<file path="config.mk">
export PLATFORM = sky130hd
export DESIGN_NAME = sdt_regs
export DESIGN_NICKNAME = d
export VERILOG_FILES = /design/src/rtl/sdt_pkg.sv /design/src/rtl/sdt_regs.sv
export SDC_FILE = /design/constraint.sdc
export NUM_CORES = 1
export LEC_CHECK = 0
export ABC_AREA = 1
export BUFFER_PORTS_ARGS = -buffer_cell sky130_fd_sc_hd__buf_2
export CAP_MARGIN = 30
export CORE_MARGIN = 3
export CORE_UTILIZATION = 50
export DETAILED_ROUTE_END_ITERATION = 8
export PLACE_DENSITY = 0.66
export SETUP_SLACK_MARGIN = 0.15
export SLEW_MARGIN = 0
export SYNTH_ARGS = -nofsm -noshare
export SYNTH_HDL_FRONTEND = slang
export SYNTH_SLANG_ARGS = --single-unit
</file>
<file path="constraint.sdc">
create_clock -name mclk -period 4.77 [get_ports mclk]
set_input_delay 0.2385 -clock mclk [delete_from_list [all_inputs] [get_ports mclk]]
set_output_delay 0.2385 -clock mclk [all_outputs]
set_load 0.02 [all_outputs]
</file>
<file path="src/rtl/sdt_pkg.sv">
package sdt_pkg;

  // Command codes of the register group
  localparam logic [7:0] CMD_SHUTDOWN_DELAY = 8'h64;
  localparam logic [7:0] CMD_PIN_TEMP_LIMIT = 8'h65;
  localparam logic [7:0] CMD_DIE_TEMP_LIMIT = 8'h66;
  localparam logic [7:0] CMD_SLAVE_ADDRESS = 8'h67;

  // Field positions
  localparam int DLY_HI_MSB = 15;
  localparam int DLY_HI_LSB = 8;
  localparam int DLY_LO_MSB = 7;
  localparam int DLY_LO_LSB = 0;
  localparam int TEMP_LATCH_BIT = 15;
  localparam int TEMP_HYS_MSB = 14;
  localparam int TEMP_HYS_LSB = 8;
  localparam int TEMP_LIM_MSB = 7;
  localparam int TEMP_LIM_LSB = 0;
  localparam int ADDR_STRAP_SEL_BIT = 7;
  localparam int ADDR_HI_MSB = 6;
  localparam int ADDR_HI_LSB = 4;
  localparam int ADDR_LO_MSB = 3;
  localparam int ADDR_LO_LSB = 0;

  // Shift that turns the delay high byte into 256 ticks per count
  localparam int DLY_HI_SHIFT = 8;

  // Reset values
  localparam logic [15:0] SHUTDOWN_DELAY_RST = 16'h0000;
  localparam logic [15:0] PIN_TEMP_LIMIT_RST = 16'h0A7D;
  localparam logic [15:0] DIE_TEMP_LIMIT_RST = 16'h0A7D;
  localparam logic [7:0] SLAVE_ADDRESS_RST = 8'h20;
  localparam logic [15:0] READ_ZERO = 16'h0000;

  // Delay tick periods and clock rate
  localparam int CLK_MHZ = 100;
  localparam int TICK_SEL1_US = 50;
  localparam int TICK_SEL0_US = 20;
  localparam int TICK_SEL1_CYC = TICK_SEL1_US * CLK_MHZ;
  localparam int TICK_SEL0_CYC = TICK_SEL0_US * CLK_MHZ;

  // Temperature channels: pin and die
  localparam int NUM_TEMP = 2;
  localparam int CH_PIN = 0;
  localparam int CH_DIE = 1;

  // Power sequencing states, Gray along off -> run -> delay
  typedef enum logic [1:0] {
    ST_OFF = 2'b00,
    ST_RUN = 2'b01,
    ST_OFF_WAIT = 2'b11
  } sdt_state_t;

  // Command access from the bus protocol engine
  typedef struct packed {
    logic wr;
    logic rd;
    logic [7:0] code;
    logic [15:0] wdata;
  } sdt_cmd_req_t;

  // Answer to a command access
  typedef struct packed {
    logic ack;
    logic nack;
    logic [15:0] rdata;
  } sdt_cmd_rsp_t;

endpackage

</file>
<file path="src/rtl/sdt_regs.sv">
`timescale 1ns/1ns
module sdt_regs #(
  parameter int TICK_SEL1_CYCLES = sdt_pkg::TICK_SEL1_CYC,
  parameter int TICK_SEL0_CYCLES = sdt_pkg::TICK_SEL0_CYC
) (
  input wire logic mclk,
  input wire logic rst_n,
  input wire logic ce,
  input wire sdt_pkg::sdt_cmd_req_t cmd_req,
  output sdt_pkg::sdt_cmd_rsp_t cmd_rsp,
  input wire logic en_pin,
  input wire logic op_on,
  input wire logic off_cmd,
  input wire logic delay_tick_select,
  input wire logic [7:0] pin_temp_reading,
  input wire logic [7:0] die_temp_reading,
  input wire logic [3:0] address_strap_pin,
  output logic outputs_enabled,
  output logic [1:0] temp_over,
  output logic [1:0] temp_latched,
  output logic [6:0] slave_address
);

  logic [15:0] shutdown_delay_reg;
  logic [15:0] temp_cfg_reg [sdt_pkg::NUM_TEMP];
  logic [7:0] slave_address_cfg_reg;
  logic [1:0] en_sync_reg;
  logic [3:0] strap_meta_reg;
  logic [3:0] strap_sync_reg;
  logic [3:0] strap_sampled_reg;
  logic strap_taken_reg;
  logic [1:0] strap_fill_reg;
  logic [7:0] temp_reading [sdt_pkg::NUM_TEMP];
  sdt_pkg::sdt_state_t state_reg;
  logic [15:0] tick_div_reg;
  logic [23:0] delay_cnt_reg;
  logic tick;
  logic [15:0] tick_last;
  logic [23:0] delay_ticks;
  logic power_req;
  logic fault_hold;

  assign temp_reading[sdt_pkg::CH_PIN] = pin_temp_reading;
  assign temp_reading[sdt_pkg::CH_DIE] = die_temp_reading;

  // Command writes; the slave address byte keeps only its 8 bits
  always_ff @(posedge mclk)
  begin
    if (!rst_n)
    begin
      shutdown_delay_reg <= sdt_pkg::SHUTDOWN_DELAY_RST;
      temp_cfg_reg[sdt_pkg::CH_PIN] <= sdt_pkg::PIN_TEMP_LIMIT_RST;
      temp_cfg_reg[sdt_pkg::CH_DIE] <= sdt_pkg::DIE_TEMP_LIMIT_RST;
      slave_address_cfg_reg <= sdt_pkg::SLAVE_ADDRESS_RST;
    end
    else if (ce && cmd_req.wr)
    begin
      case (cmd_req.code)
        sdt_pkg::CMD_SHUTDOWN_DELAY: shutdown_delay_reg <= cmd_req.wdata;
        sdt_pkg::CMD_PIN_TEMP_LIMIT: temp_cfg_reg[sdt_pkg::CH_PIN] <= cmd_req.wdata;
        sdt_pkg::CMD_DIE_TEMP_LIMIT: temp_cfg_reg[sdt_pkg::CH_DIE] <= cmd_req.wdata;
        sdt_pkg::CMD_SLAVE_ADDRESS: slave_address_cfg_reg <= cmd_req.wdata[7:0];
        default: ;
      endcase
    end
  end

  // Answer one cycle after the access; unknown codes are refused with nack
  always_ff @(posedge mclk)
  begin
    if (!rst_n)
    begin
      cmd_rsp <= '0;
    end
    else if (ce)
    begin
      cmd_rsp.ack <= cmd_req.wr || cmd_req.rd;
      cmd_rsp.nack <= 1'b0;
      cmd_rsp.rdata <= sdt_pkg::READ_ZERO;
      if (cmd_req.wr || cmd_req.rd)
      begin
        case (cmd_req.code)
          sdt_pkg::CMD_SHUTDOWN_DELAY: cmd_rsp.rdata <= shutdown_delay_reg;
          sdt_pkg::CMD_PIN_TEMP_LIMIT: cmd_rsp.rdata <= temp_cfg_reg[sdt_pkg::CH_PIN];
          sdt_pkg::CMD_DIE_TEMP_LIMIT: cmd_rsp.rdata <= temp_cfg_reg[sdt_pkg::CH_DIE];
          sdt_pkg::CMD_SLAVE_ADDRESS: cmd_rsp.rdata <= {8'h00, slave_address_cfg_reg};
          default: cmd_rsp.nack <= 1'b1;
        endcase
      end
    end
  end

  // Pin synchronisers; the first stage feeds only the second
  always_ff @(posedge mclk)
  begin
    if (!rst_n)
    begin
      en_sync_reg <= 2'b00;
      strap_meta_reg <= 4'h0;
      strap_sync_reg <= 4'h0;
    end
    else if (ce)
    begin
      en_sync_reg <= {en_sync_reg[0], en_pin};
      strap_meta_reg <= address_strap_pin;
      strap_sync_reg <= strap_meta_reg;
    end
  end

  // Strap is sampled once, when two synchronised samples in a row agree;
  // the fill bits keep the synchroniser's reset zeros from passing as a strap value
  always_ff @(posedge mclk)
  begin
    if (!rst_n)
    begin
      strap_fill_reg <= 2'b00;
      strap_sampled_reg <= 4'h0;
      strap_taken_reg <= 1'b0;
    end
    else if (ce && !strap_taken_reg)
    begin
      strap_fill_reg <= {strap_fill_reg[0], 1'b1};
      if (strap_fill_reg[1])
      begin
        strap_sampled_reg <= strap_sync_reg;
        strap_taken_reg <= strap_sampled_reg == strap_sync_reg;
      end
    end
  end

  // Final slave address
  always_ff @(posedge mclk)
  begin
    if (!rst_n)
    begin
      slave_address <= sdt_pkg::SLAVE_ADDRESS_RST[6:0];
    end
    else if (ce)
    begin
      slave_address[sdt_pkg::ADDR_HI_MSB:sdt_pkg::ADDR_HI_LSB] <=
        slave_address_cfg_reg[sdt_pkg::ADDR_HI_MSB:sdt_pkg::ADDR_HI_LSB];
      if (slave_address_cfg_reg[sdt_pkg::ADDR_STRAP_SEL_BIT])
        slave_address[sdt_pkg::ADDR_LO_MSB:sdt_pkg::ADDR_LO_LSB] <= strap_sampled_reg;
      else
        slave_address[sdt_pkg::ADDR_LO_MSB:sdt_pkg::ADDR_LO_LSB] <=
          slave_address_cfg_reg[sdt_pkg::ADDR_LO_MSB:sdt_pkg::ADDR_LO_LSB];
    end
  end

  // Over-temperature comparators with hysteresis, one per channel
  for (genvar ch = 0; ch < sdt_pkg::NUM_TEMP; ch++)
  begin : g_temp
    logic [7:0] limit;
    logic [6:0] hys;
    logic signed [9:0] release_lvl;
    assign limit = temp_cfg_reg[ch][sdt_pkg::TEMP_LIM_MSB:sdt_pkg::TEMP_LIM_LSB];
    assign hys = temp_cfg_reg[ch][sdt_pkg::TEMP_HYS_MSB:sdt_pkg::TEMP_HYS_LSB];
    // Signed so a hysteresis above the limit never wraps into a high threshold
    assign release_lvl = $signed({2'b00, limit}) - $signed({3'b000, hys});

    always_ff @(posedge mclk)
    begin
      if (!rst_n)
      begin
        temp_over[ch] <= 1'b0;
      end
      else if (ce)
      begin
        if (temp_reading[ch] > limit)
          temp_over[ch] <= 1'b1;
        else if ($signed({2'b00, temp_reading[ch]}) <= release_lvl)
          temp_over[ch] <= 1'b0;
      end
    end

    // Latch-off holds until the power request is withdrawn
    always_ff @(posedge mclk)
    begin
      if (!rst_n)
      begin
        temp_latched[ch] <= 1'b0;
      end
      else if (ce)
      begin
        if (temp_over[ch] && temp_cfg_reg[ch][sdt_pkg::TEMP_LATCH_BIT])
          temp_latched[ch] <= 1'b1;
        else if (!power_req)
          temp_latched[ch] <= 1'b0;
      end
    end
  end

  // Hiccup retries as soon as the comparator drops; latch-off waits for a re-enable
  assign fault_hold = |temp_over || |temp_latched;
  assign power_req = en_sync_reg[1] && op_on;

  // Delay tick prescaler, period chosen by the tick select
  assign tick_last = delay_tick_select ? 16'(TICK_SEL1_CYCLES - 1) : 16'(TICK_SEL0_CYCLES - 1);
  assign tick = tick_div_reg >= tick_last;
  assign delay_ticks = (24'(shutdown_delay_reg[sdt_pkg::DLY_HI_MSB:sdt_pkg::DLY_HI_LSB])
    << sdt_pkg::DLY_HI_SHIFT)
    + 24'(shutdown_delay_reg[sdt_pkg::DLY_LO_MSB:sdt_pkg::DLY_LO_LSB]);

  always_ff @(posedge mclk)
  begin
    if (!rst_n)
      tick_div_reg <= 16'h0000;
    else if (ce)
      tick_div_reg <= (state_reg != sdt_pkg::ST_OFF_WAIT || tick) ? 16'h0000
        : tick_div_reg + 16'h0001;
  end

  // Power sequencing: a fault shuts at once, an off request waits the delay
  always_ff @(posedge mclk)
  begin
    if (!rst_n)
    begin
      state_reg <= sdt_pkg::ST_OFF;
      delay_cnt_reg <= 24'h00_0000;
    end
    else if (ce)
    begin
      case (state_reg)
        sdt_pkg::ST_OFF:
        begin
          if (power_req && !fault_hold)
            state_reg <= sdt_pkg::ST_RUN;
        end
        sdt_pkg::ST_RUN:
        begin
          delay_cnt_reg <= 24'h00_0000;
          if (fault_hold)
            state_reg <= sdt_pkg::ST_OFF;
          else if (!power_req || off_cmd)
            state_reg <= (delay_ticks == 24'h00_0000) ? sdt_pkg::ST_OFF
              : sdt_pkg::ST_OFF_WAIT;
        end
        sdt_pkg::ST_OFF_WAIT:
        begin
          if (fault_hold || delay_cnt_reg + 24'h00_0001 >= delay_ticks && tick)
            state_reg <= sdt_pkg::ST_OFF;
          else if (tick)
            delay_cnt_reg <= delay_cnt_reg + 24'h00_0001;
        end
        default: state_reg <= sdt_pkg::ST_OFF;
      endcase
    end
  end

  // Reference ramp, power good and PWM stay enabled through the off delay
  always_ff @(posedge mclk)
  begin
    if (!rst_n)
      outputs_enabled <= 1'b0;
    else if (ce)
      outputs_enabled <= state_reg == sdt_pkg::ST_RUN
        || state_reg == sdt_pkg::ST_OFF_WAIT;
  end

endmodule // sdt_regs

</file>
* Word level (Yosys, flattened, before mapping)
Memory sizes are Yosys's and may differ from the RTL's.
Cells that the tools add are included.
** Word-level totals
- Register bits after elaboration :: 113
- Latch bits :: 0
- Memory bits (writable) :: 32
- Memory bits (read-only) :: 0
- Input port bits :: 53
- Output and inout bits :: 30
- Logic and storage cells :: 115
- Memories kept :: 1
** Operators by class
- $add $sub $neg :: 5
- $mul :: 0
- Divide/modulo/power cells :: 0
- $lt $le $gt $ge :: 6
- Eq/ne operators :: 15
- Shift-type cells :: 0
- Mux-type cells :: 33
- Bitwise logic cells :: 2
- Reduce and logical (&&, ||, !) cells :: 33
** Memories
- temp_cfg_reg :: words 2, width 16, rd ports 2, clocked after Yosys merged registers in 0, wr ports 2, RTL line sdt_regs.sv:25 : logic [15:0] temp_cfg_reg [sdt_pkg::NUM_TEMP];
** Operators with widths (count)
- $pmux 16 s4 :: 1
- $mux 16 :: 3
- $mux 24 :: 2
- $pmux 24 s2 :: 1
- $eq 8x7->1 const B :: 4
- $add 24x1->24 const B :: 1
- $ge 24x17->1 :: 1
- $logic_not 24->1 :: 1
- $le 9x9->1 :: 2
- $sub 8x7->9 :: 2
- $add 16x8->17 :: 1
- $mux 1 :: 17
- $mux 17 :: 1
- $add 16x1->16 const B :: 1
- $ge 16x13->1 :: 1
- $gt 8x8->1 :: 2
- $reduce_and 2->1 :: 7
- $mux 13 :: 1
- $mux 2 :: 5
- $ne 2x2->1 const B :: 5
- $reduce_and 4->1 :: 2
- $logic_and 1x1->1 :: 7
- $logic_or 1x1->1 :: 6
- $pmux 2 s3 :: 1
- 12 further kinds :: 19

* Logic depth before layout (Yosys ltp)
- Word-level depth :: 6
- Mapped depth :: 24
- Gate-level depth less buffers :: 23

* Least setup slack after synthesis
Ideal clock, no wire load.
- Kind :: input to register
- From :: input port cmd_req[20] (netlist bit)
- To :: memory temp_cfg_reg[0][0], enable pin
- Library setup time :: 0.411 ns
- Data arrival time :: 2.329 ns
- Data required time :: 4.359 ns
- Path slack :: 2.030 ns
- Cell stages on the path :: 6
- Buffers on the path :: 1
- Cells stage by stage :: nor2_1 > nand3_1 > nor4_1 > inv_1 > clkbuf_1 > o21ai_0
** RTL lines
- start, declared :: RTL line sdt_regs.sv:9 : input wire sdt_pkg::sdt_cmd_req_t cmd_req,
- end, declared :: RTL line sdt_regs.sv:25

* Worst setup path after layout
- From :: register delay_cnt_reg[0]
- To :: register delay_cnt_reg[10]
** Between the ends
- Word-level cells in the longest chain between the ends :: 6
- Elaborated cells between the ends (all ways) :: 9
- Those cells by class :: add/sub: 1; order compare: 1; eq/ne: 1; mux: 3; reduce/logical: 3
** Ends and longest elaborated chain
- start, declared :: RTL line sdt_regs.sv:36 : logic [23:0] delay_cnt_reg;
- start signal, assigned :: RTL line sdt_regs.sv:243 : delay_cnt_reg <= delay_cnt_reg + 24'h00_0001;
- $add 24x1->24 (*) :: RTL line sdt_regs.sv:240, sdt_regs.sv:243
- $ge 24x17->1 :: RTL line sdt_regs.sv:240 : if (fault_hold || delay_cnt_reg + 24'h00_0001 >= delay_ticks && tick)
- $logic_and 1x1->1 :: RTL line sdt_regs.sv:240
- $logic_or 1x1->1 :: RTL line sdt_regs.sv:240
- $ne 2x2->1 (no line)
- $reduce_and 4->1 (no line)
Every way passes the cells marked *; elsewhere a longest branch is shown, timed or not. The select of a mux whose other input is x is not followed.
A chain may end at the register's enable or synchronous reset.

==> impl_metrics.csv <==
group,metric,value,unit
sta,whs,25.4,ps
sta,final.setup.tns,0,ps
setup_path,cp_num_buf_inv,2,
die,start_util,0.512,
power_and_ir_drop,ir_worst_vdd,0.277,mV
cts,cts_tree,"built",
min_path,hold_path_depth,3,
grt,antenna_found_initial,0,
finish,num_antenna_cells,0,
cts,clk_path_buf_depth,2,
yosys,synth_cell_type_count,45,
yosys,syn_area,8170,um2
setup_path,reg2regPathDepth,22,
sta,worstMarginPinSlew,912,ps
setup_path,cp.arrival,3600,ps
sta,fin_crit_sh,0.688,
status,status,"finished, final reports clean",
sta,period_needed,3280,ps
route,first_pass_iters,7,
die,die_x,134,um
route,totalWireLength,21.2,mm
power_and_ir_drop,power,3.02,mW
route,first_iter_violations,595,
route,routedWlPerCell,15.5,um
route,via_per_inst,5.29,
setup_path,worstPathRequired,5090,ps
setup_path,max_stage_delay,380,ps
yosys,synth_top_area_share,0.277,
cts,clkTransAtPathRegs,60,ps
finish,final_nets,1265,
cts,post_cts_resized,0,
sta,finalSetupViolations,0,
sta,finalHoldViolCount,0,
min_path,holdPathEnd,"en_sync_reg[0]$_SDFFE_PN0P_",
power_and_ir_drop,powerDensity,325,nW/um2
finish,final_util,0.583,
die,die_area,17900,um2
yosys,yosysWarnings,0,
cts,worstSkewPairLatency,440,ps
placement,gp_congestion,0.896,
setup_path,timing.critical_path.cells,"ha_1, nand2_1, nor2_4, inv_1, nor2_2, nand3_1, xnor2_1, ha_1, nand2_1, o21a_1, nand2_1, nor2_1, nand3_1, nor2_1, nand2_1, nand2_1, nand2_2, nand2_4, nand2_4, clkinv_2, nor2_1, nor2_2",
cts,ctsHoldBuffers,0,
sta,fmax,0.305,GHz
yosys,synth.ff_latch_count,145,
yosys,synth_fp_nets,1194,
cts,ctsRootBufferMaster,"clkbuf_16",
setup_path,r2r_slack,1490,ps
cts,cts_sinks,145,
die,ioPinCount,83,
route,vias,7254,
die,rows,46,
setup_path,cp-start-kind,"flop",
grt,first_global_vias,6665,
grt,gr-usage-all-layers,0.242,
setup_path,end_kind,"flop",
setup_path,critPathTopFamily,"simple AND/OR/NAND/NOR gates",
setup_path,cp_max_fo,23,
finish,largest_reg_flops,32,
yosys,synthesis.instances,1071,
sta,slew_headroom,0.390,
placement,place.port_buffers,82,
grt,gr-total-overflow,0,
run,cap_violations,0,
finish,syn_to_final_growth,13.7,%
yosys,synth_area_leader_cell,"dfxtp_1",
grt,grt_max_degree,65,
cts,cts_buffers,17,
die,core,15900,um2
grt,grt_pass1_wl,34.1,mm
min_path,hold_start,"en_pin",
setup_path,path_class,"flop to flop",
setup_path,reg2reg_to,"delay_cnt_reg[10]$_SDFFE_PN0P_",
yosys,synth_area_per_cell,7.63,um2
power_and_ir_drop,leakagePower,4.09,nW
setup_path,cpMostUsedCell,"nand2_1",
cts,cts.htree.levels,4,
route,route.detailed.drc,0,
yosys,ys_top_cells_by_area,"dfxtp_1 28%, edfxtp_1 12%, ha_1 10%",
die,dieHeight,134,um
cts,cts_setup_buffers,0,
setup_path,r2r_start,"delay_cnt_reg[0]$_SDFFE_PN0P_",
finish,drive_gt1_frac,0.132,
sta,rsz0062_at_grt,"false",
sta,finClkSkew,11.6,ps
min_path,min_path_type,"input pin to flop",
setup_path,slowest_stage,"dfxtp_1",
placement,hpwlAfterDp,15.7,mm
yosys,seq_area_frac_synth,0.394,
route,ant_nets,0,
sta,slew_violations,0,
-- worst max-delay path by stage --
stage / to / start / cells past startpoint
3_3_place_gp: delay_cnt_reg[13]$_SDFFE_PN0P_ / delay_cnt_reg[0]$_SDFFE_PN0P_ / 22
4_1_cts: delay_cnt_reg[11]$_SDFFE_PN0P_ / delay_cnt_reg[0]$_SDFFE_PN0P_ / 22
3_5_place_dp: delay_cnt_reg[11]$_SDFFE_PN0P_ / delay_cnt_reg[0]$_SDFFE_PN0P_ / 22
5_1_grt: delay_cnt_reg[8]$_SDFFE_PN0P_ / delay_cnt_reg[0]$_SDFFE_PN0P_ / 22
6_report: delay_cnt_reg[10]$_SDFFE_PN0P_ / delay_cnt_reg[0]$_SDFFE_PN0P_ / 22
2_1_floorplan: temp_cfg_reg[0][0]$_DFFE_PP_ / cmd_req[20] / 6
-- synth_stat cells, drive strengths merged --
master / n
a211o: 1
a211oi: 2
a21o: 2
a21oi: 90
a311o: 2
a311oi: 1
a31oi: 3
a32oi: 1
buf: 9
clkbuf: 26
clkinv: 3
dfxtp: 113
edfxtp: 32
fa: 2
ha: 68
inv: 133
nand2: 192
nand3: 43
nand3b: 1
nand4: 11
nor2: 147
nor3: 21
nor4: 7
o2111ai: 1
o211ai: 12
o21a: 1
o21ai: 78
o21bai: 1
o22ai: 20
o31ai: 1
o41ai: 1
or2: 8
xnor2: 15
xor2: 23
-- kinds of logic (layout without fill, tap and decap cells) --
family	count (synthesis)	count (layout)	share of synthesized area
simple gates	430	430	0.229
xor+xnor	38	38	0.0407
flops	145	145	0.394
fa+ha+maj	70	70	0.109
compound gates	217	217	0.146
buf+inv	171	255	0.0812
-- metal layers --
metal,share of wire,wire [um],global-route usage
met2,0.44,9300,0.368
met4,0.020,419,0.0749
met5,0,0,0
met3,0.064,1360,0.0585
met1,0.48,10100,0.342
-- cell usage in the layout, fill, tap and decap left out, types with 3 or more instances in the layout --
cell,count
nand2_1,187
inv_1,133
nor2_1,127
dfxtp_1,113
a21oi_1,90
buf_2,82
o21ai_0,69
ha_1,68
nand3_1,43
edfxtp_1,32
xor2_1,23
nor3_1,20
o22ai_1,20
nor2_2,17
clkbuf_16,17
xnor2_1,15
o211ai_1,12
nand4_1,11
o21ai_1,9
or2_2,8
nor4_1,7
buf_4,5
nand2_4,3
a31oi_1,3
clkinv_2,3
clkinvlp_4,3
inv_6,3
clkbuf_8,3
-- report_power, final --
group | leakage, nW | switching (mW) | total (mW) | internal (mW)
clock | 0.264 | 0.535 | 1.25 | 0.710
combinational | 2.59 | 0.268 | 0.436 | 0.167
sequential | 1.23 | 0.0386 | 1.34 | 1.30
-- tightest hold or removal path, delay by kind of cell --
| family | cells | cell delay [ps] |
|---|---|---|
| buf+inv | 1 | 80 |
| simple gates | 2 | 110 |
-- cell type report --
cell class | count | area [um2]
sequential | 145 | 3220
timing repair buffer | 87 | 448
clock inverter | 10 | 76.3
fill | 1538 | 6660
inverter | 136 | 512
clock buffer | 22 | 474
tap | 216 | 270
multi-input combinational | 755 | 4280
-- metrics by stage --
| stage | setup WS (ps) | area (um2) | instances |
|---|---|---|---|
| global route | 1160 | 9290 | 1371 |
| floorplan | 2030 | 8170 | 1071 |
| detailed placement | 1550 | 8740 | 1339 |
| CTS | 1520 | 9290 | 1371 |
| global placement | 1640 | 8740 | 1339 |
| finish | 1490 | 9290 | 1371 |
Note: power is estimated with default switching activity, not from simulation.
